==> src/srlc_pkg.sv <==
// package for the synthesizer ranging and loop control block
package srlc_pkg;
    // register offsets (word index times four)
    localparam logic [7:0] OFF_CARRIER_A = 8'h00;
    localparam logic [7:0] OFF_CARRIER_B = 8'h04;
    localparam logic [7:0] OFF_DIVIDER = 8'h08;
    localparam logic [7:0] OFF_RANGING_A = 8'h0c;
    localparam logic [7:0] OFF_RANGING_B = 8'h10;
    localparam logic [7:0] OFF_LOOP = 8'h14;
    localparam logic [7:0] OFF_LOOP_FAST = 8'h18;
    localparam logic [7:0] OFF_CP = 8'h1c;
    localparam logic [7:0] OFF_CP_FAST = 8'h20;
    localparam logic [7:0] OFF_BOOST = 8'h24;
    localparam logic [7:0] OFF_SYNTH = 8'h28;
    localparam logic [7:0] OFF_IRQ_STAT = 8'h2c;
    localparam logic [7:0] OFF_IRQ_MASK = 8'h30;
    // field positions
    localparam int RNG_RANGE_LSB = 0;
    localparam int RNG_GO_BIT = 4;
    localparam int RNG_FAULT_BIT = 5;
    localparam int RNG_TRACK_BIT = 6;
    localparam int DIV_REF_LSB = 0;
    localparam int DIV_OUT_LSB = 8;
    localparam int BOOST_EN_BIT = 16;
    localparam int IRQ_DONE_A = 0;
    localparam int IRQ_DONE_B = 1;
    localparam int IRQ_FAULT = 2;
    localparam int IRQ_BOOST_END = 3;
    // reset values
    localparam logic [31:0] RST_CARRIER = 32'h0000_0000;
    localparam logic [7:0] RST_REF_DIV = 8'h01;
    localparam logic [3:0] RST_OUT_DIV = 4'h1;
    localparam logic [3:0] RST_RANGE = 4'h8;
    localparam logic [1:0] RST_FLT = 2'h1;
    localparam logic [7:0] RST_CP = 8'h08;
    localparam logic [15:0] RST_BOOST_LEN = 16'h0100;
    // ranging timing: settle time per step
    localparam int SETTLE_US = 4;
    localparam int CLK_MHZ = 25;
    localparam int SETTLE_CYC = SETTLE_US * CLK_MHZ;
    // loop filter selections
    localparam logic [1:0] FLT_EXTERNAL = 2'h0;
    // software port request
    typedef struct packed {
        logic [7:0] addr;
        logic [31:0] wdata;
        logic wr;
        logic rd;
    } srlc_req_t;
    // settings presented to the analog loop
    typedef struct packed {
        logic [1:0] loop_filter_sel;
        logic [7:0] charge_pump;
        logic external_filter_pin;
    } srlc_loop_t;
endpackage : srlc_pkg

==> src/srlc_boost.sv <==
// boost phase timer for synthesizer start-up
`timescale 1ns/1ps
module srlc_boost #(
    parameter int LEN_W = 16
) (
    // clock and reset
    input wire logic clock,
    input wire logic rst_n,
    // control
    input wire logic synth_en,
    input wire logic boost_en,
    input wire logic [LEN_W-1:0] boost_len,
    // status
    output logic fast_active,
    output logic boost_end
);
    initial begin
        if (LEN_W < 1) begin
            $error("srlc_boost: LEN_W must be positive");
        end
    end
    logic [LEN_W-1:0] cnt_q;
    logic en_q;
    // counts reference cycles from synthesizer enable
    always_ff @(posedge clock) begin
        if (!rst_n) begin
            cnt_q <= '0;
            en_q <= 1'b0;
            fast_active <= 1'b0;
            boost_end <= 1'b0;
        end else begin
            en_q <= synth_en;
            boost_end <= 1'b0;
            if (!synth_en) begin
                fast_active <= 1'b0;
                cnt_q <= '0;
            end else if (!en_q) begin
                fast_active <= boost_en && (boost_len != '0);
                cnt_q <= '0;
            end else if (fast_active) begin
                if (cnt_q + 1'b1 >= boost_len) begin
                    fast_active <= 1'b0;
                    boost_end <= 1'b1;
                end
                cnt_q <= cnt_q + 1'b1;
            end
        end
    end
endmodule : srlc_boost

==> src/srlc_ranger.sv <==
// oscillator range search engine with optional drift tracking
`timescale 1ns/1ps
module srlc_ranger #(
    parameter int RANGE_W = 4,
    parameter int SETTLE = 100
) (
    // clock and reset
    input wire logic clock,
    input wire logic rst_n,
    // command
    input wire logic start,
    input wire logic track_en,
    input wire logic [RANGE_W-1:0] init_range,
    // comparator from the analog loop: tune voltage high / low
    input wire logic vco_high,
    input wire logic vco_low,
    // results
    output logic busy,
    output logic done,
    output logic fault,
    output logic [RANGE_W-1:0] range
);
    initial begin
        if (RANGE_W < 2 || SETTLE < 1) begin
            $error("srlc_ranger: bad parameters");
        end
    end
    typedef enum logic [2:0] {
        S_IDLE = 3'b001,
        S_SETTLE = 3'b010,
        S_JUDGE = 3'b100
    } srlc_rng_st_t;
    srlc_rng_st_t st_q;
    logic [RANGE_W-1:0] step_q;
    logic [15:0] tmr_q;
    logic [15:0] trk_q;
    localparam logic [15:0] SETTLE_M1 = 16'(SETTLE - 1);
    // binary search from the loaded init_range down to one step, then track
    always_ff @(posedge clock) begin
        if (!rst_n) begin
            st_q <= S_IDLE;
            step_q <= '0;
            tmr_q <= '0;
            trk_q <= '0;
            busy <= 1'b0;
            done <= 1'b0;
            fault <= 1'b0;
            range <= '0;
        end else begin
            done <= 1'b0;
            case (st_q)
                S_IDLE: begin
                    trk_q <= trk_q + 16'h0001;
                    if (start) begin
                        busy <= 1'b1;
                        fault <= 1'b0;
                        range <= init_range;
                        step_q <= RANGE_W'(1 << (RANGE_W - 2));
                        tmr_q <= '0;
                        st_q <= S_SETTLE;
                    end else if (track_en && trk_q == 16'hffff) begin
                        // slow drift: nudge one step toward centre
                        if (vco_high && range != '1) begin
                            range <= range + 1'b1;
                        end else if (vco_low && range != '0) begin
                            range <= range - 1'b1;
                        end
                    end
                end
                S_SETTLE: begin
                    tmr_q <= tmr_q + 16'h0001;
                    if (tmr_q == SETTLE_M1) begin
                        st_q <= S_JUDGE;
                    end
                end
                S_JUDGE: begin
                    tmr_q <= '0;
                    if (step_q == '0) begin
                        busy <= 1'b0;
                        done <= 1'b1;
                        fault <= vco_high || vco_low;
                        st_q <= S_IDLE;
                    end else begin
                        if (vco_high) begin
                            range <= range + step_q;
                        end else if (vco_low) begin
                            range <= range - step_q;
                        end
                        step_q <= step_q >> 1;
                        st_q <= S_SETTLE;
                    end
                end
                default: st_q <= S_IDLE;
            endcase
        end
    end
endmodule : srlc_ranger

==> src/srlc_top.sv <==
// synthesizer carrier, divider, ranging and loop setting control
// How it works
// - carrier words are written as whole hertz counts, one per step
// - two carrier words, set A and set B, are kept apart
// - output divider field drives the synthesizer output division port
// - reference divider field drives the reference division port
// - writing one to a ranging go bit starts the range search; a go write while a search is running is ignored
// - go bit reads one while searching and zero when finished
// - search from control A uses carrier A, from B uses carrier B
// - fault flag tells whether the last search ended correctly
// - optional tracking mode corrects the range for slow drift
// - two-bit filter select in both loop registers picks the filter
// - eight-bit charge pump field in both pump registers sets current
// - boost settings apply at synthesizer start for a set time
// - filter select zero routes tune voltage to the external pin
//
// Strobed register access and the register addresses were left to the implementer.
`timescale 1ns/1ps
module srlc_top #(
    parameter int RANGE_W = 4,
    parameter int BOOST_W = 16
) (
    // clock and reset
    input wire logic clock,
    input wire logic rst_n,
    // register port
    input wire logic [7:0] addr,
    input wire logic [31:0] wdata,
    input wire logic wr_stb,
    input wire logic rd_stb,
    output logic [31:0] rdata,
    // interrupt
    output logic irq,
    // analog loop: comparator pins
    input wire logic vco_high_pin,
    input wire logic vco_low_pin,
    // analog loop: settings
    output logic [31:0] carrier_word,
    output logic [7:0] reference_divider_ratio,
    output logic [3:0] output_band_divider,
    output logic [RANGE_W-1:0] vco_range,
    output srlc_pkg::srlc_loop_t loop_out,
    output logic synth_en
);
    initial begin
        if (RANGE_W < 2 || RANGE_W > 4 || BOOST_W < 1 || BOOST_W > 16) begin
            $error("srlc_top: unsupported parameters");
        end
    end
    srlc_pkg::srlc_req_t req;
    assign req = '{addr: addr, wdata: wdata, wr: wr_stb, rd: rd_stb};

    // registers
    logic [31:0] carrier_word_a_q;
    logic [31:0] carrier_word_b_q;
    logic [7:0] ref_div_q;
    logic [3:0] out_div_q;
    logic [RANGE_W-1:0] range_a_q;
    logic [RANGE_W-1:0] range_b_q;
    logic track_a_q;
    logic track_b_q;
    logic fault_a_q;
    logic fault_b_q;
    logic [1:0] flt_q;
    logic [1:0] flt_fast_q;
    logic [7:0] cp_q;
    logic [7:0] cp_fast_q;
    logic boost_en_q;
    logic [BOOST_W-1:0] boost_len_q;
    logic synth_en_q;
    logic use_b_q;
    logic [3:0] irq_stat_q;
    logic [3:0] irq_mask_q;
    logic [3:0] irq_set;
    logic sel_b_q;

    // synchroniser for the analog comparator pins
    logic [1:0] hi_sync_q;
    logic [1:0] lo_sync_q;
    always_ff @(posedge clock) begin
        if (!rst_n) begin
            hi_sync_q <= 2'h0;
            lo_sync_q <= 2'h0;
        end else begin
            hi_sync_q <= {hi_sync_q[0], vco_high_pin};
            lo_sync_q <= {lo_sync_q[0], vco_low_pin};
        end
    end

    function automatic logic hit(input srlc_pkg::srlc_req_t r,
                                 input logic [7:0] off);
        hit = r.wr && (r.addr == off);
    endfunction : hit

    // range search engine
    logic go_a;
    logic go_b;
    logic ranging_go;
    logic rng_busy;
    logic rng_done;
    logic rng_fault;
    logic [RANGE_W-1:0] rng_range;
    logic [RANGE_W-1:0] init_range;
    assign go_a = hit(req, srlc_pkg::OFF_RANGING_A)
        && wdata[srlc_pkg::RNG_GO_BIT];
    assign go_b = hit(req, srlc_pkg::OFF_RANGING_B)
        && wdata[srlc_pkg::RNG_GO_BIT];
    assign ranging_go = (go_a || go_b) && !rng_busy;
    assign init_range = go_b ? wdata[RANGE_W-1:0] : wdata[RANGE_W-1:0];

    srlc_ranger #(
        .RANGE_W(RANGE_W),
        .SETTLE(srlc_pkg::SETTLE_CYC)
    ) u_ranger (
        .clock(clock),
        .rst_n(rst_n),
        .start(ranging_go),
        .track_en(sel_b_q ? track_b_q : track_a_q),
        .init_range(init_range),
        .vco_high(hi_sync_q[1]),
        .vco_low(lo_sync_q[1]),
        .busy(rng_busy),
        .done(rng_done),
        .fault(rng_fault),
        .range(rng_range)
    );

    // which set the engine works on
    always_ff @(posedge clock) begin
        if (!rst_n) begin
            sel_b_q <= 1'b0;
        end else if (ranging_go) begin
            sel_b_q <= go_b;
        end else if (!rng_busy) begin
            sel_b_q <= use_b_q;
        end
    end

    // boost timer
    logic fast_active;
    logic boost_end;
    srlc_boost #(
        .LEN_W(BOOST_W)
    ) u_boost (
        .clock(clock),
        .rst_n(rst_n),
        .synth_en(synth_en_q),
        .boost_en(boost_en_q),
        .boost_len(boost_len_q),
        .fast_active(fast_active),
        .boost_end(boost_end)
    );

    // carrier words and dividers
    always_ff @(posedge clock) begin
        if (!rst_n) begin
            carrier_word_a_q <= srlc_pkg::RST_CARRIER;
            carrier_word_b_q <= srlc_pkg::RST_CARRIER;
            ref_div_q <= srlc_pkg::RST_REF_DIV;
            out_div_q <= srlc_pkg::RST_OUT_DIV;
        end else begin
            if (hit(req, srlc_pkg::OFF_CARRIER_A)) begin
                carrier_word_a_q <= wdata;
            end
            if (hit(req, srlc_pkg::OFF_CARRIER_B)) begin
                carrier_word_b_q <= wdata;
            end
            if (hit(req, srlc_pkg::OFF_DIVIDER)) begin
                ref_div_q <= wdata[srlc_pkg::DIV_REF_LSB +: 8];
                out_div_q <= wdata[srlc_pkg::DIV_OUT_LSB +: 4];
            end
        end
    end

    // ranging results per set, tracking kept to the live set
    always_ff @(posedge clock) begin
        if (!rst_n) begin
            range_a_q <= RANGE_W'(srlc_pkg::RST_RANGE);
            range_b_q <= RANGE_W'(srlc_pkg::RST_RANGE);
            track_a_q <= 1'b0;
            track_b_q <= 1'b0;
            fault_a_q <= 1'b0;
            fault_b_q <= 1'b0;
        end else begin
            if (hit(req, srlc_pkg::OFF_RANGING_A)) begin
                track_a_q <= wdata[srlc_pkg::RNG_TRACK_BIT];
            end
            if (hit(req, srlc_pkg::OFF_RANGING_B)) begin
                track_b_q <= wdata[srlc_pkg::RNG_TRACK_BIT];
            end
            if (ranging_go) begin
                if (go_b) begin
                    fault_b_q <= 1'b0;
                end else begin
                    fault_a_q <= 1'b0;
                end
            end else if (rng_busy || rng_done ||
                         (sel_b_q ? track_b_q : track_a_q)) begin
                if (sel_b_q) begin
                    range_b_q <= rng_range;
                end else begin
                    range_a_q <= rng_range;
                end
            end
            if (rng_done) begin
                if (sel_b_q) begin
                    fault_b_q <= rng_fault;
                end else begin
                    fault_a_q <= rng_fault;
                end
            end
        end
    end

    // loop filter, charge pump, boost and synthesizer control
    always_ff @(posedge clock) begin
        if (!rst_n) begin
            flt_q <= srlc_pkg::RST_FLT;
            flt_fast_q <= srlc_pkg::RST_FLT;
            cp_q <= srlc_pkg::RST_CP;
            cp_fast_q <= srlc_pkg::RST_CP;
            boost_en_q <= 1'b0;
            boost_len_q <= BOOST_W'(srlc_pkg::RST_BOOST_LEN);
            synth_en_q <= 1'b0;
            use_b_q <= 1'b0;
        end else begin
            if (hit(req, srlc_pkg::OFF_LOOP)) begin
                flt_q <= wdata[1:0];
            end
            if (hit(req, srlc_pkg::OFF_LOOP_FAST)) begin
                flt_fast_q <= wdata[1:0];
            end
            if (hit(req, srlc_pkg::OFF_CP)) begin
                cp_q <= wdata[7:0];
            end
            if (hit(req, srlc_pkg::OFF_CP_FAST)) begin
                cp_fast_q <= wdata[7:0];
            end
            if (hit(req, srlc_pkg::OFF_BOOST)) begin
                boost_len_q <= wdata[BOOST_W-1:0];
                boost_en_q <= wdata[srlc_pkg::BOOST_EN_BIT];
            end
            if (hit(req, srlc_pkg::OFF_SYNTH)) begin
                synth_en_q <= wdata[0];
                use_b_q <= wdata[1];
            end
        end
    end

    // interrupt status: set wins over write-one-to-clear
    assign irq_set = {boost_end, rng_done && rng_fault,
                      rng_done && sel_b_q, rng_done && !sel_b_q};
    always_ff @(posedge clock) begin
        if (!rst_n) begin
            irq_stat_q <= 4'h0;
            irq_mask_q <= 4'h0;
        end else begin
            if (hit(req, srlc_pkg::OFF_IRQ_STAT)) begin
                irq_stat_q <= (irq_stat_q & ~wdata[3:0]) | irq_set;
            end else begin
                irq_stat_q <= irq_stat_q | irq_set;
            end
            if (hit(req, srlc_pkg::OFF_IRQ_MASK)) begin
                irq_mask_q <= wdata[3:0];
            end
        end
    end
    assign irq = |(irq_stat_q & irq_mask_q);

    // outputs to the analog loop
    always_ff @(posedge clock) begin
        if (!rst_n) begin
            carrier_word <= srlc_pkg::RST_CARRIER;
            reference_divider_ratio <= srlc_pkg::RST_REF_DIV;
            output_band_divider <= srlc_pkg::RST_OUT_DIV;
            vco_range <= RANGE_W'(srlc_pkg::RST_RANGE);
            loop_out <= '0;
            synth_en <= 1'b0;
        end else begin
            carrier_word <= sel_b_q ? carrier_word_b_q
                                    : carrier_word_a_q;
            reference_divider_ratio <= ref_div_q;
            output_band_divider <= out_div_q;
            vco_range <= rng_busy ? rng_range
                       : (sel_b_q ? range_b_q : range_a_q);
            loop_out.loop_filter_sel <= fast_active ? flt_fast_q : flt_q;
            loop_out.charge_pump <= fast_active ? cp_fast_q : cp_q;
            loop_out.external_filter_pin <= (fast_active ? flt_fast_q : flt_q)
                == srlc_pkg::FLT_EXTERNAL;
            synth_en <= synth_en_q;
        end
    end

    // read data, one cycle after the read strobe
    logic [31:0] rd_d;
    always_comb begin
        rd_d = 32'h0000_0000;
        if (addr == srlc_pkg::OFF_CARRIER_A) begin
            rd_d = carrier_word_a_q;
        end else if (addr == srlc_pkg::OFF_CARRIER_B) begin
            rd_d = carrier_word_b_q;
        end else if (addr == srlc_pkg::OFF_DIVIDER) begin
            rd_d = {20'h00000, out_div_q, ref_div_q};
        end else if (addr == srlc_pkg::OFF_RANGING_A) begin
            rd_d[RANGE_W-1:0] = range_a_q;
            rd_d[srlc_pkg::RNG_GO_BIT] = rng_busy && !sel_b_q;
            rd_d[srlc_pkg::RNG_FAULT_BIT] = fault_a_q;
            rd_d[srlc_pkg::RNG_TRACK_BIT] = track_a_q;
        end else if (addr == srlc_pkg::OFF_RANGING_B) begin
            rd_d[RANGE_W-1:0] = range_b_q;
            rd_d[srlc_pkg::RNG_GO_BIT] = rng_busy && sel_b_q;
            rd_d[srlc_pkg::RNG_FAULT_BIT] = fault_b_q;
            rd_d[srlc_pkg::RNG_TRACK_BIT] = track_b_q;
        end else if (addr == srlc_pkg::OFF_LOOP) begin
            rd_d[1:0] = flt_q;
        end else if (addr == srlc_pkg::OFF_LOOP_FAST) begin
            rd_d[1:0] = flt_fast_q;
        end else if (addr == srlc_pkg::OFF_CP) begin
            rd_d[7:0] = cp_q;
        end else if (addr == srlc_pkg::OFF_CP_FAST) begin
            rd_d[7:0] = cp_fast_q;
        end else if (addr == srlc_pkg::OFF_BOOST) begin
            rd_d[BOOST_W-1:0] = boost_len_q;
            rd_d[srlc_pkg::BOOST_EN_BIT] = boost_en_q;
        end else if (addr == srlc_pkg::OFF_SYNTH) begin
            rd_d[2:0] = {fast_active, use_b_q, synth_en_q};
        end else if (addr == srlc_pkg::OFF_IRQ_STAT) begin
            rd_d[3:0] = irq_stat_q;
        end else if (addr == srlc_pkg::OFF_IRQ_MASK) begin
            rd_d[3:0] = irq_mask_q;
        end
    end
    always_ff @(posedge clock) begin
        if (!rst_n) begin
            rdata <= 32'h0000_0000;
        end else if (rd_stb) begin
            rdata <= rd_d;
        end else begin
            rdata <= 32'h0000_0000;
        end
    end
endmodule : srlc_top

==> config.mk <==
export PLATFORM = sky130hd
export DESIGN_NAME = srlc_top
export DESIGN_NICKNAME = d
export VERILOG_FILES = /design/src/srlc_pkg.sv /design/src/srlc_boost.sv /design/src/srlc_ranger.sv /design/src/srlc_top.sv
export SDC_FILE = /design/constraint.sdc
export NUM_CORES = 1
export LEC_CHECK = 0
export BUFFER_PORTS_ARGS = -buffer_cell sky130_fd_sc_hd__buf_2
export CAP_MARGIN = 15
export CORE_MARGIN = 1.5
export CORE_UTILIZATION = 59
export DETAILED_ROUTE_END_ITERATION = 7
export HOLD_SLACK_MARGIN = 0.15
export PLACE_DENSITY = 0.84
export SYNTH_ARGS = -nofsm -noshare
export SYNTH_HDL_FRONTEND = slang
export SYNTH_HIERARCHICAL = 1
export SYNTH_SLANG_ARGS = --single-unit
==> constraint.sdc <==
create_clock -name clock -period 3.9 [get_ports clock]
set_input_delay 0.585 -clock clock [delete_from_list [all_inputs] [get_ports clock]]
set_output_delay 0.585 -clock clock [all_outputs]
set_load 0.01 [all_outputs]
== Word-level counts from Yosys, hierarchy flattened ==
Index checks and enable logic that the tools add are counted.
Operators by class
  magnitude comparators: 1
  multiplexer cells: 66
  reduce and logical (&&, ||, !) cells: 51
  bitwise operators: 7
  add/subtract/negate cells: 7
  equality and inequality tests: 26
Operators with widths (number)
  $mux 32: 3
  $mux 4: 15
  $add 16x1->16 const B: 3
  $pmux 16 s3: 1
  $eq 8x6->1 const B: 5
  $eq 8x5->1 const B: 4
  $mux 15: 2
  $logic_and 1x1->1: 25
  $mux 8: 3
  $mux 1: 21
  $mux 10: 2
  $mux 9: 2
  $mux 17: 1
  $eq 16x16->1 const B: 1
  $eq 16x7->1 const B: 1
  $eq 8x4->1 const B: 2
  $ge 16x16->1: 1
  $mux 16: 1
  $pmux 4 s2: 2
  $reduce_bool 16->1: 1
  $reduce_and 3->1: 5
  $mux 7: 2
  $mux 13: 1
  $reduce_and 2->1: 5
  33 further kinds: 49
Storage, ports and cells
  register bits after elaboration: 296
  output and inout bits: 93
  word-level logic and storage cells: 201
  bits of input ports: 46

== Logic depth before layout (Yosys ltp) ==
Gate-level depths: netlist (run 1).
  depth after elaboration: 14
  mapped depth: 14
  depth with buffers taken out: 12

== Modules after synthesis ==
Netlist (run 1), hierarchy kept.
By module, submodules not included
  srlc_top: area an instance 9564.2 um2, sequential area each 4644.5 um2, times used 1, cells each 1061
  srlc_ranger: area an instance 2481.1 um2, sequential area each 900.9 um2, times used 1, cells each 288
  srlc_boost: area an instance 1413.9 um2, sequential area each 380.4 um2, times used 1, cells each 177

== Worst setup path before layout (run 1) ==
No wires, ideal clock.
  path kind: input -> register
  from: input addr[7]
  to: register u_ranger.tmr_q[6]
  path slack: 1.041 ns
  setup time: 0.070 ns
  buffers on the path: 2
  stages on the path: 10
  arrival: 2.789 ns
  data required time: 3.830 ns
  cell sequence: buf_4 nor4b_2 nand2_1 a21oi_1 nand3b_1 a21oi_2 buf_6 o211ai_2 or4b_1 a21oi_1
On the way
  cells in the longest elaborated chain, start to end: 7
  elaborated cells on any way between the ends: 10
  classes of those cells: eq/ne: 3; reduce/logical: 7
Ends and longest elaborated chain
  from (decl): line srlc_top.sv:27  | input wire logic [7:0] addr,
  $eq 8x4->1 / $eq 8x5->1 (equally long branches): line srlc_top.sv:92  | hit = r.wr && (r.addr == off);
  $logic_and 1x1->1: line srlc_top.sv:92
  $logic_and 1x1->1 (on tied branches): line srlc_top.sv:105, srlc_top.sv:107
  $logic_or 1x1->1 *: line srlc_top.sv:108  | assign ranging_go = (go_a || go_b) && !rng_busy;
  $logic_and 1x1->1 *: line srlc_top.sv:108
  net ranging_go: line srlc_top.sv:98  | logic ranging_go;
  $ne 2x2->1 (no line) *
  $reduce_and 2->1 (no line) *
  to (signal assigned): line srlc_ranger.sv:71  | tmr_q <= tmr_q + 16'h0001;
  to (decl): line srlc_ranger.sv:35  | logic [15:0] tmr_q;
Mark *: on every way through the listed nets, which the timed path passes. The rest lies on a longest branch.
A chain may end at the register's enable or synchronous reset.

== Worst setup path in the final report (run 1) ==
  from: register u_boost.cnt_q[0]
  to: register u_boost.fast_active
On the way
  cells in the longest elaborated chain, start to end: 5
Ends and longest elaborated chain
  from (decl): line srlc_boost.sv:22  | logic [LEN_W-1:0] cnt_q;
  from (signal assigned): line srlc_boost.sv:45  | cnt_q <= cnt_q + 1'b1;
  $add 16x1->16: line srlc_boost.sv:41  | if (cnt_q + 1'b1 >= boost_len) begin
  $ge 16x16->1: line srlc_boost.sv:41
  $mux 1: line srlc_boost.sv:41
  $mux 1: line srlc_boost.sv:40  | end else if (fast_active) begin
  $mux 1: line srlc_boost.sv:37  | end else if (!en_q) begin
  to (signal assigned): line srlc_boost.sv:38  | fast_active <= boost_en && (boost_len != '0);
  to (decl): line srlc_boost.sv:14  | output logic fast_active,
Every way passes these cells.

==> results of run 1 <==
[cell families after synthesis]
logic type / Yosys count
AND/OR/NAND/NOR: 637
AO/OA/AOI/OAI: 307
flip-flops: 296
buffers and inverters: 126
multiplexers: 80
XOR/XNOR: 52
adder cells (fa/ha/maj): 28
[stage by stage]
| step | instance area (um^2) | utilization | instances | hold slack (ns) |
|---|---|---|---|---|
| finish | 15300 | 0.680 | 1929 | 0.245 |
| global route | 15300 | 0.680 | 1928 | 0.265 |
| CTS | 15300 | 0.680 | 1927 | 0.245 |
| detailed placement | 14200 | 0.630 | 1870 | 0.426 |
| global placement | 14200 | 0.630 | 1870 | 0.418 |
| floorplan | 13500 | - | 1526 | 0.412 |
[metal layers]
metal  global-route usage  vias to the layer above  wire length, um
met2                0.482                      450            16300
met5                    0                        -                0
li1                     -                     5481                -
met3               0.0395                       79             2400
met1                0.382                     5519            14900
met4               0.0957                        0              946
[path summary, 6_finish.rpt]
path,end,slack [ns],cells past startpoint
setup / recovery,u_boost/fast_active$_SDFF_PN0_,0.68,12
hold reg to reg,lo_sync_q[1]$_SDFF_PN0_,0.44,1
hold / removal,lo_sync_q[0]$_SDFF_PN0_,0.25,2
setup reg to reg,u_boost/fast_active$_SDFF_PN0_,0.68,12
[cell type report]
cell class,count,area (um^2),share of cell area
multi-input cells,1104,6950,0.454
repair buffers,156,828,0.0541
clock buffers,37,818,0.0534
diodes,2,5.00,0.000327
well taps,285,357,0.0233
inverters,29,109,0.00711
clock inverters,20,318,0.0208
flip-flops and latches,296,5930,0.387
[power by group through the flow]
stage,logic (mW),registers (mW),clock network [mW]
after CTS,0.202,3.04,3.26
after global placement,0.199,3.11,0
after global routing,0.220,3.04,3.38
after detailed placement,0.200,3.11,0
final,0.207,3.04,3.24
after floorplan,0.127,3.10,0
[state kept, by name (all words and copies together), names as in the netlist, 4 cells and up]
signal and count:
loop_out 11, boost_len_q 16, carrier_word 32, irq_mask_q 4, u_ranger/range 4, range_b_q 4
carrier_word_b_q 32, irq_stat_q 4, out_div_q 4, output_band_divider 4, cp_q 8, carrier_word_a_q 32
rdata 32, ref_div_q 8, u_ranger/trk_q 16, reference_divider_ratio 8, range_a_q 4, u_boost/cnt_q 16
vco_range 4, cp_fast_q 8, u_ranger/tmr_q 16
[layout by cell type, fill, tap and decap left out, types with 5 or more instances in the layout]
master and count:
nor2b_1 70, nor2_1 100, inv_1 28, and2_1 31, buf_2 137, and4_1 9, a21boi_0 39, mux2i_1 75
clkbuf_16 31, nand4_1 21, a21oi_1 51, clkinvlp_4 6, bufinv_16 7, nor3_1 6, a21boi_1 61, or4b_1 5
o21ai_0 39, or4_1 9, nand2_1 273, nand3_1 47, o22ai_1 5, a31oi_1 6, or3_1 5, mux2_2 5
o2111ai_1 7, dfxtp_1 295, o211ai_1 7, a22oi_1 35, buf_4 19, xor2_1 36, a222oi_1 5, a221oi_1 6
and3_1 11, xnor2_1 15, ha_1 26, nand2b_1 11, nor4_1 10
[critical path, delay by kind of cell, from the launching register on]
kind            cells  cell delay [ns]
xor+xnor            1             0.15
flops               1             0.46
fa+ha+maj           2             0.56
simple gates        8             1.69
compound gates      1             0.23
[synthesized netlist by cell type (15+ instances only)]
master    number
nand3_1       47
buf_2         19
and2_1        31
a21boi_0      39
a21oi_1       51
xor2_1        36
o21ai_0       39
mux2i_1       75
dfxtp_1      296
a21boi_1      61
nor2b_1       70
ha_1          26
inv_1         28
clkbuf_1      61
nor2_1       101
nand4_1       21
a22oi_1       35
xnor2_1       15
nand2_1      273
==> metrics.md, run 1 <==
| Metric | Value |
|---|---|
| Status | finished, final reports clean |
| Standard-cell rows | 55 |
| Total Negative Setup Slacks | 0 ns |
| Worst setup path class | flip-flop to flip-flop |
| Internal power consumption | 5.08 mW |
| Count of pins on the block boundary | 139 |
| Multiplexer share of the synthesized area | 0.0600 |
| Data required time of the worst path | 4.33 ns |
| Sw Ratio | 0.216 |
| Net total in the final layout | 1692 |
| TritonCTS sink count | 296 |
| Worst hold-check path type | primary input to flip-flop |
| Crit path from | u_boost/cnt_q[0]$_SDFFE_PN0P_ |
| Post-Syn Instances | 1526 |
| Skew-Pair Late Insertion Delay | 0.56 ns |
| Global-route wire length before repair | 55600 um |
| Seq cells post-synth | 296 |
| Unrepaired setup endpoints after global routing | false |
| Post-synthesis sequential area ratio | 0.440 |
| Dominant synthesized flop cell | dfxtp_1 |
| Pleak | 5.72 nW |
| Critical path, cell by cell | ha_1, and3_1, and4_1, and3_1, nand3_1, xnor2_1, ha_1, and4_1, nand2_1, nor4_1, nor4_1, a32o_1 |
| Slowest cell on the critical path | dfxtp_1 |
| Clock tree skew after final layout | 0.0167 ns |
| Net Sw Power | 1.40 mW |
| First-pass iteration count of the detailed router | 8 |
| Fraction of layout cells with a size suffix above 1 | 0.147 |
| Setup bufs post-CTS | 0 |
| Synth Area in Compound Gates | 0.160 |
| Kind of capture point of the worst setup path | flip-flop |
| Wire length per cell after detailed routing | 17.9 um |
| Maximum net fanout on the critical path | 7 |
| Antenna viol nets, final | 0 |
| Height of the chip | 154 um |
| Count of hold-fix buffers inserted at cts | 0 |
| Normalized max-slew margin | 0.462 |
| Wirelength, routed | 34600 um |
| Hold Startpoint | vco_low_pin |
| Last weighted congestion value of the routability-driven placer | 0.977 |
| Total via count after detailed routing | 11529 |
| Pre-CTS setup slack | 0.746 ns |
| Clk slew on worst S/H paths | 0.06 ns |
| Xor and xnor area share after synthesis | 0.0349 |
| Combinational share of power | 0.032 |
| Net count after synthesis | 1600 |
| Synthesized-area fraction occupied by and/or/nand/nor cells | 0.234 |
| IO Port Bufs | 138 |
| Power Total | 6.48 mW |
| Sequential Power Share | 0.469 |
| Post-detailed-placement half-perimeter wirelength | 23000 um |
| Number of max-slew violations in the final report | 0 |
| Cell Pwr Density | 423 nW/um^2 |
| Biggest area consumer among synthesized cells | dfxtp_1 |
| Critical Path Start Type | flip-flop |
| Synthesis-to-layout area growth | 13.8% |
| Synthesis warning total | 6 |
| Count of distinct cell types in the synthesized netlist | 85 |
| Count of flip-flops with a built-in enable after synthesis | 0 |
| DRC errors left | 0 |
| Via count of the first global-routing pass | 10935 |
| Total GRT Usage | 0.287 |
| Crit path setup slack, layout | 0.675 ns |
| Part of the power in the clock network | 0.499 |
| Num CTS Buffers | 31 |
| Beginning of the worst register-to-register path | u_boost/cnt_q[0]$_SDFFE_PN0P_ |
| Maximum number of pins on one net before global-route repair | 83 |
| Width of the die | 154 um |
| Crit-path max cell delay | 0.46 ns |
| Floorplan die area | 23700 um^2 |
| IR Drop Worst-Case VDD | 0.284 mV |
| Minimum clock period | 3.22 ns |
| Final Hold Viols | 0 |
| Area share of fa/ha/maj cells after synthesis | 0.0271 |
| Area of the core | 22500 um^2 |
| Number of setup violations in the final report | 0 |
| Worst-margin pin slew | 0.800 ns |
| Initial core utilization | 0.598 |
| Number of DRC violations after detailed-routing iteration 0 | 902 |
| Maximum clock path buffer count | 3 |
| Gates resized, CTS repair | 0 |
| Syn_area_per_cell | 8.82 um^2 |
| Total congestion overflow | 0 |
| Post-synthesis instance area | 13500 um^2 |
| Arrival time at the worst endpoint | 3.66 ns |
| Clk Tree Root Cell | clkbuf_16 |
| Antenna violations before repair | 2 |
| Max-cap violations | 0 |
| Area fraction of the dominant cell type after synthesis | 0.440 |
| Fill count | 1713 |
| Dominant combinational cell family by area after synthesis | simple AND/OR/NAND/NOR gates |
| Vias per std cell | 5.98 |
| Dominant cells by area after synthesis | dfxtp_1 44%, nand2_1 7.6%, mux2i_1 5.6%, a21boi_1 3.4%, nor2b_1 3.3% |
| CTS tree | yes |
| Async set-reset flop share out of synthesis | 0 |
| Post-route fraction of the period consumed by the critical path | 0.827 |
| Maximum frequency from static timing analysis | 310 MHz |
| H-Tree Depth | 1 |
No activity file was read; power rests on OpenSTA's default activity.
==> run 2, diff against run 1 <==
==> constraint.sdc (replaced) <==
create_clock -name clock -period 3 [get_ports clock]
set_input_delay 0.45 -clock clock [delete_from_list [all_inputs] [get_ports clock]]
set_output_delay 0.45 -clock clock [all_outputs]
set_load 0.01 [all_outputs]
==> run 2 against run 1 <==
Worst setup slack worse by 0.54 ns. Clock power up 19%. Non-clock buffer count up 32. Routed wire length up 3.0%. Register-to-register slack worse by 0.54 ns. Hold slack worse by 0.080 ns. Critical path type unchanged.
==> metrics.md, run 2 (synthesized netlist as in run 1, its figures left out) <==
| Metric | Value |
|---|---|
| Initial core utilization | 0.598 |
| Num CTS Buffers | 29 |
| Pre-CTS setup slack | 0.144 ns |
| Clk Tree Root Cell | clkbuf_16 |
| Worst-case register-to-register setup slack | 0.13 ns |
| Crit path setup slack, layout | 0.130 ns |
| Kind of capture point of the worst setup path | flip-flop |
| Width of the die | 154 um |
| Worst hold-check path type | primary input to flip-flop |
| TritonCTS sink count | 296 |
| Max-cap violations | 0 |
| Post-detailed-placement half-perimeter wirelength | 23600 um |
| Number of DRC violations after detailed-routing iteration 0 | 1095 |
| First-pass iteration count of the detailed router | 5 |
| Setup bufs post-CTS | 0 |
| Power Total | 8.09 mW |
| Global-route wire length before repair | 57100 um |
| Skew-Pair Late Insertion Delay | 0.55 ns |
| Count of pins on the block boundary | 139 |
| Part of the power in the clock network | 0.476 |
| Fill count | 1698 |
| IR Drop Worst-Case VDD | 0.376 mV |
| Clk slew on worst S/H paths | 0.06 ns |
| Routed wire length on met2 | 17000 um |
| Crit-path max cell delay | 0.38 ns |
| Total via count after detailed routing | 11749 |
| Detailed-routing wirelength on met1 | 14700 um |
| Vias per std cell | 6.01 |
| Sequential Power Share | 0.488 |
| Normalized max-slew margin | 0.521 |
| Number of max-slew violations in the final report | 0 |
| Minimum clock period | 2.87 ns |
| Maximum frequency from static timing analysis | 348 MHz |
| Most frequent cells in the layout | 294 x dfxtp_1, 273 x nand2_1, 137 x buf_2 |
| Maximum clock path buffer count | 3 |
| CTS tree | yes |
| H-Tree Depth | 1 |
| Height of the chip | 154 um |
| Internal power consumption | 6.36 mW |
| Synthesis-to-layout area growth | 15.2% |
| Cell count after placement | 1890 |
| Area of the core | 22500 um^2 |
| Antenna viol nets, final | 0 |
| Met3 wire len | 2590 um |
| Area of all sequential standard cells | 5930 um^2 |
| Total congestion overflow | 0 |
| Arrival time at the worst endpoint | 3.31 ns |
| Clock tree skew after final layout | 0.0110 ns |
| Sw Ratio | 0.214 |
| Antenna violations before repair | 2 |
| Fraction of layout cells with a size suffix above 1 | 0.156 |
| Number of setup violations in the final report | 0 |
| Non-filler cells, final | 1956 |
| Combinational share of power | 0.036 |
| Status | finished, final reports clean |
| Net total in the final layout | 1722 |
| Pleak | 5.84 nW |
| Most frequent standard cell in the layout excluding fill and tap cells | dfxtp_1 |
| Standard-cell rows | 55 |
| Wire length per cell after detailed routing | 18.2 um |
| Slowest cell on the critical path | dfxtp_2 |
| Wirelength, routed | 35600 um |
| Net Sw Power | 1.73 mW |
| Worst setup path class | flip-flop to flip-flop |
| Via count of the first global-routing pass | 11346 |
| Total GRT Usage | 0.295 |
| Smallest hold slack | 0.165 ns |
| Highest metal layer with signal wires | met4 |
| IO Port Bufs | 138 |
| Data required time of the worst path | 3.44 ns |
| Post-route cell area | 15500 um^2 |
| Area occupied by multi-input gates | 6960 um^2 |
| Dominant delay contributor by cell family on the critical path | simple AND/OR/NAND/NOR gates |
| Cell area after placement | 14300 um^2 |
| Final core utilization | 0.689 |
| Cell Pwr Density | 522 nW/um^2 |
| Worst path bufs/invs | 0 |
| Maximum net fanout on the critical path | 5 |
| Floorplan die area | 23700 um^2 |
| Last weighted congestion value of the routability-driven placer | 0.949 |
| Total Negative Setup Slacks | 0 ns |
| DRC errors left | 0 |
| Post-route fraction of the period consumed by the critical path | 0.957 |
| Maximum number of pins on one net before global-route repair | 127 |
| Worst-margin pin slew | 0.710 ns |
| Final Hold Viols | 0 |
| Critical path, cell by cell | ha_1, and3_2, and4_1, and3_1, nand3_1, xnor2_1, ha_1, and4_1, nand2_1, nor4_2, nor4_2, a32o_1 |
| Critical Path Start Type | flip-flop |
run 2: cell types whose count changed in the layout (fill, tap and decap cells not counted), moves of 2 or more:
cell / change
clkinv_4: +2
buf_12: +2
buf_4: +18
clkinvlp_4: -4
bufinv_16: -2
inv_8: -2
dlygate4sd3_1: +12
clkbuf_16: -2
nor4_2: +2
clkbuf_8: +2
nor4_1: -2
run 2: worst register-to-register path: stages, from the launching register on:
cell,delay (ns)
dfxtp_2,0.38
ha_1,0.21
and3_2,0.25
and4_1,0.22
and3_1,0.19
nand3_1,0.10
xnor2_1,0.15
ha_1,0.29
and4_1,0.22
nand2_1,0.11
nor4_2,0.31
nor4_2,0.10
a32o_1,0.22
run 2: final timing paths:
kind | start | endpoint | depth (start not counted)
setup reg to reg | u_boost/cnt_q[1]$_SDFFE_PN0P_ | u_boost/fast_active$_SDFF_PN0_ | 12
hold / removal | wdata[18] | carrier_word_b_q[18]$_SDFFE_PN0P_ | 3
setup / recovery | u_boost/cnt_q[1]$_SDFFE_PN0P_ | u_boost/fast_active$_SDFF_PN0_ | 12
hold reg to reg | lo_sync_q[0]$_SDFF_PN0_ | lo_sync_q[1]$_SDFF_PN0_ | 1
run 2: timing repair:
| item | 4_1_cts | 5_1_grt |
|---|---|---|
| hold endpoints to repair | 16 | 0 |
| hold buffers | 12 | 0 |
| setup endpoints to repair | 0 | 2 |
| gates resized for setup | 0 | 4 |
run 2: cell type report:
class	count	area share
clock inverter	14	0.0139
sequential	296	0.382
inverter	29	0.00702
clock buffer	38	0.0516
tap	285	0.0230
timing repair buffer	188	0.0725
multi-input combinational	1104	0.449
antenna	2	0.000323
run 2: power groups by stage:
stage	registers [mW]	logic [mW]	clock network [mW]
4_1_cts	3.95	0.286	3.87
5_1_grt	3.95	0.312	4.02
6_report	3.95	0.293	3.85
3_3_place_gp	4.04	0.270	0
2_1_floorplan	4.04	0.165	0
3_5_place_dp	4.04	0.272	0
run 2: per-layer routing:
metal / GRT usage / vias to the layer above
li1: - / 5542
met2: 0.503 / 506
met5: 0 / -
met3: 0.0448 / 105
met1: 0.377 / 5596
met4: 0.116 / 0
==> run 3, diff against run 2 <==
--- a/config.mk
+++ b/config.mk
@@ -12,6 +12,7 @@
 export DETAILED_ROUTE_END_ITERATION = 7
 export HOLD_SLACK_MARGIN = 0.15
 export PLACE_DENSITY = 0.84
+export REMOVE_ABC_BUFFERS = 1
 export SYNTH_ARGS = -nofsm -noshare
 export SYNTH_HDL_FRONTEND = slang
 export SYNTH_HIERARCHICAL = 1
==> run 3 against run 2 <==
Cell count rose by 0.10%. Register-to-register slack better by 0.04 ns. Sequential power barely moved. Clock skew grew 0.0017 ns. Final area is 0.52% higher. Combinational power grew 4%. Routed wire length is 1.5% higher. Fmax up 1.4%. Largest cell class unchanged. Largest power group unchanged.
==> metrics.md, run 3 (synthesized netlist as in run 1, its figures left out) <==
| Metric | Value |
|---|---|
| Status | finished, final reports clean |
| Last weighted congestion value of the routability-driven placer | 1.01 |
| CTS tree | yes |
| Global-route wire length before repair | 56600 um |
| Beginning of the worst register-to-register path | u_boost/cnt_q[1]$_SDFFE_PN0P_ |
| IO Port Bufs | 138 |
| Maximum net fanout on the critical path | 5 |
| IR Drop Worst-Case VDD | 0.538 mV |
| Width of the die | 154 um |
| Worst-margin pin slew | 0.790 ns |
| Synthesis-to-layout area growth | 15.8% |
| Clk slew on worst S/H paths | 0.06 ns |
| Total via count after detailed routing | 11733 |
| Standard-cell rows | 55 |
| Non-filler cells, final | 1958 |
| Data required time of the worst path | 3.45 ns |
| Normalized max-slew margin | 0.473 |
| Most frequent cells in the layout | 294 x dfxtp_1, 273 x nand2_1, 137 x buf_2 |
| Fill count | 1766 |
| Antenna violations before repair | 0 |
| Clock tree skew after final layout | 0.0127 ns |
| DRC errors left | 0 |
| Minimum clock period | 2.83 ns |
| Kind of capture point of the worst setup path | flip-flop |
| Most frequent standard cell in the layout excluding fill and tap cells | dfxtp_1 |
| Height of the chip | 154 um |
| Net total in the final layout | 1726 |
| Maximum clock path buffer count | 3 |
| H-Tree Depth | 1 |
| Antenna viol nets, final | 0 |
| Setup bufs post-CTS | 0 |
| Final Hold Viols | 0 |
| Worst hold-check path type | primary input to flip-flop |
| Vias per std cell | 5.99 |
| Maximum frequency from static timing analysis | 353 MHz |
| First-pass iteration count of the detailed router | 6 |
| Cell count after placement | 1887 |
| Worst setup path class | flip-flop to flip-flop |
| Final core utilization | 0.692 |
| Crit path setup slack, layout | 0.170 ns |
| Number of max-slew violations in the final report | 0 |
| Total congestion overflow | 0 |
| Num CTS Buffers | 29 |
| Floorplan die area | 23700 um^2 |
| Hold Startpoint | wdata[12] |
| Pleak | 5.88 nW |
| TritonCTS sink count | 296 |
| Clk Tree Root Cell | clkbuf_16 |
| Maximum number of pins on one net before global-route repair | 130 |
| Area of the core | 22500 um^2 |
| Fraction of layout cells with a size suffix above 1 | 0.154 |
| Post-route fraction of the period consumed by the critical path | 0.943 |
| Smallest hold slack | 0.165 ns |
| Wire length per cell after detailed routing | 18.5 um |
| Wirelength, routed | 36100 um |
| Crit path from | u_boost/cnt_q[1]$_SDFFE_PN0P_ |
| Pre-CTS setup slack | 0.0675 ns |
| Initial core utilization | 0.598 |
| Antenna diode instance count | 0 |
| Skew-Pair Late Insertion Delay | 0.56 ns |
| Max-cap violations | 0 |
| Cell Pwr Density | 525 nW/um^2 |
| Critical Path Start Type | flip-flop |
| Count of pins on the block boundary | 139 |
| Via count of the first global-routing pass | 10863 |
| Total GRT Usage | 0.296 |
| Number of setup violations in the final report | 0 |
| Number of DRC violations after detailed-routing iteration 0 | 1051 |
| Arrival time at the worst endpoint | 3.28 ns |
| Post-detailed-placement half-perimeter wirelength | 23700 um |
## run 3: cell types whose count changed in the layout (fill, tap and decap cells not counted), sizes merged
cell	previous run	this run
clkinvlp	2	0
clkinv	7	6
clkbuf	38	41
dlygate4sd3	12	19
diode	2	0
buf	176	173
## run 3: path summary, 6_finish.rpt
kind	endpoint	slack, ns	cells past startpoint
worst min register to register	lo_sync_q[1]$_SDFF_PN0_	0.44	1
worst min-delay path	boost_len_q[12]$_SDFFE_PN0P_	0.16	3
worst max register to register	u_boost/fast_active$_SDFF_PN0_	0.17	12
worst max-delay path	u_boost/fast_active$_SDFF_PN0_	0.17	12
## run 3: power breakdown
group | switching, mW | total [mW] | internal, mW
logic | 0.189 | 0.304 | 0.115
registers | 0.00911 | 3.95 | 3.94
clock network | 1.54 | 3.92 | 2.38
total | 1.74 | 8.18 | 6.44
## run 3: per-stage QoR
| stage | TNS, ns | cell area, um^2 | total power [mW] |
|---|---|---|---|
| finish | 0 | 15600 | 8.18 |
| global route | -0.00531 | 15600 | 8.37 |
| CTS | 0 | 15600 | 8.20 |
| detailed placement | 0 | 14300 | 4.31 |
| global placement | 0 | 14300 | 4.31 |
| floorplan | -11.50 | 13000 | 4.14 |
## run 3: timing repair
action,in CTS,in global routing
setup endpoints to repair,0,2
endpoints found under the hold margin,35,0
gates resized for setup,0,4
hold buffers,19,0
## run 3: area by class of cell
type,count,area (um^2),share of cell area
sequential,296,5930,0.380
timing repair buffer,192,1180,0.0760
clock buffer,41,841,0.0540
inverter,29,109,0.00699
clock inverter,11,199,0.0128
tap,285,357,0.0229
multi-input combinational,1104,6960,0.447
## run 3: metal layers
layer | GRT usage | wire length [um] | part of all wire | vias up
li1 | - | - | - | 5538
met1 | 0.394 | 15200 | 0.42 | 5550
met2 | 0.487 | 16700 | 0.46 | 560
met3 | 0.0507 | 3240 | 0.090 | 85
met4 | 0.102 | 1070 | 0.030 | 0
met5 | 0 | 0 | 0 | -
## run 3: worst max-delay path: stages, from the launching register on
cell and delay (ns):
dfxtp_2 0.37, ha_2 0.21, and3_1 0.25, and4_1 0.26, and3_1 0.21, nand3_1 0.10
xnor2_1 0.14, ha_1 0.29, and4_1 0.22, nand2_1 0.10, nor4_2 0.28, nor4_2 0.08
a32o_1 0.21
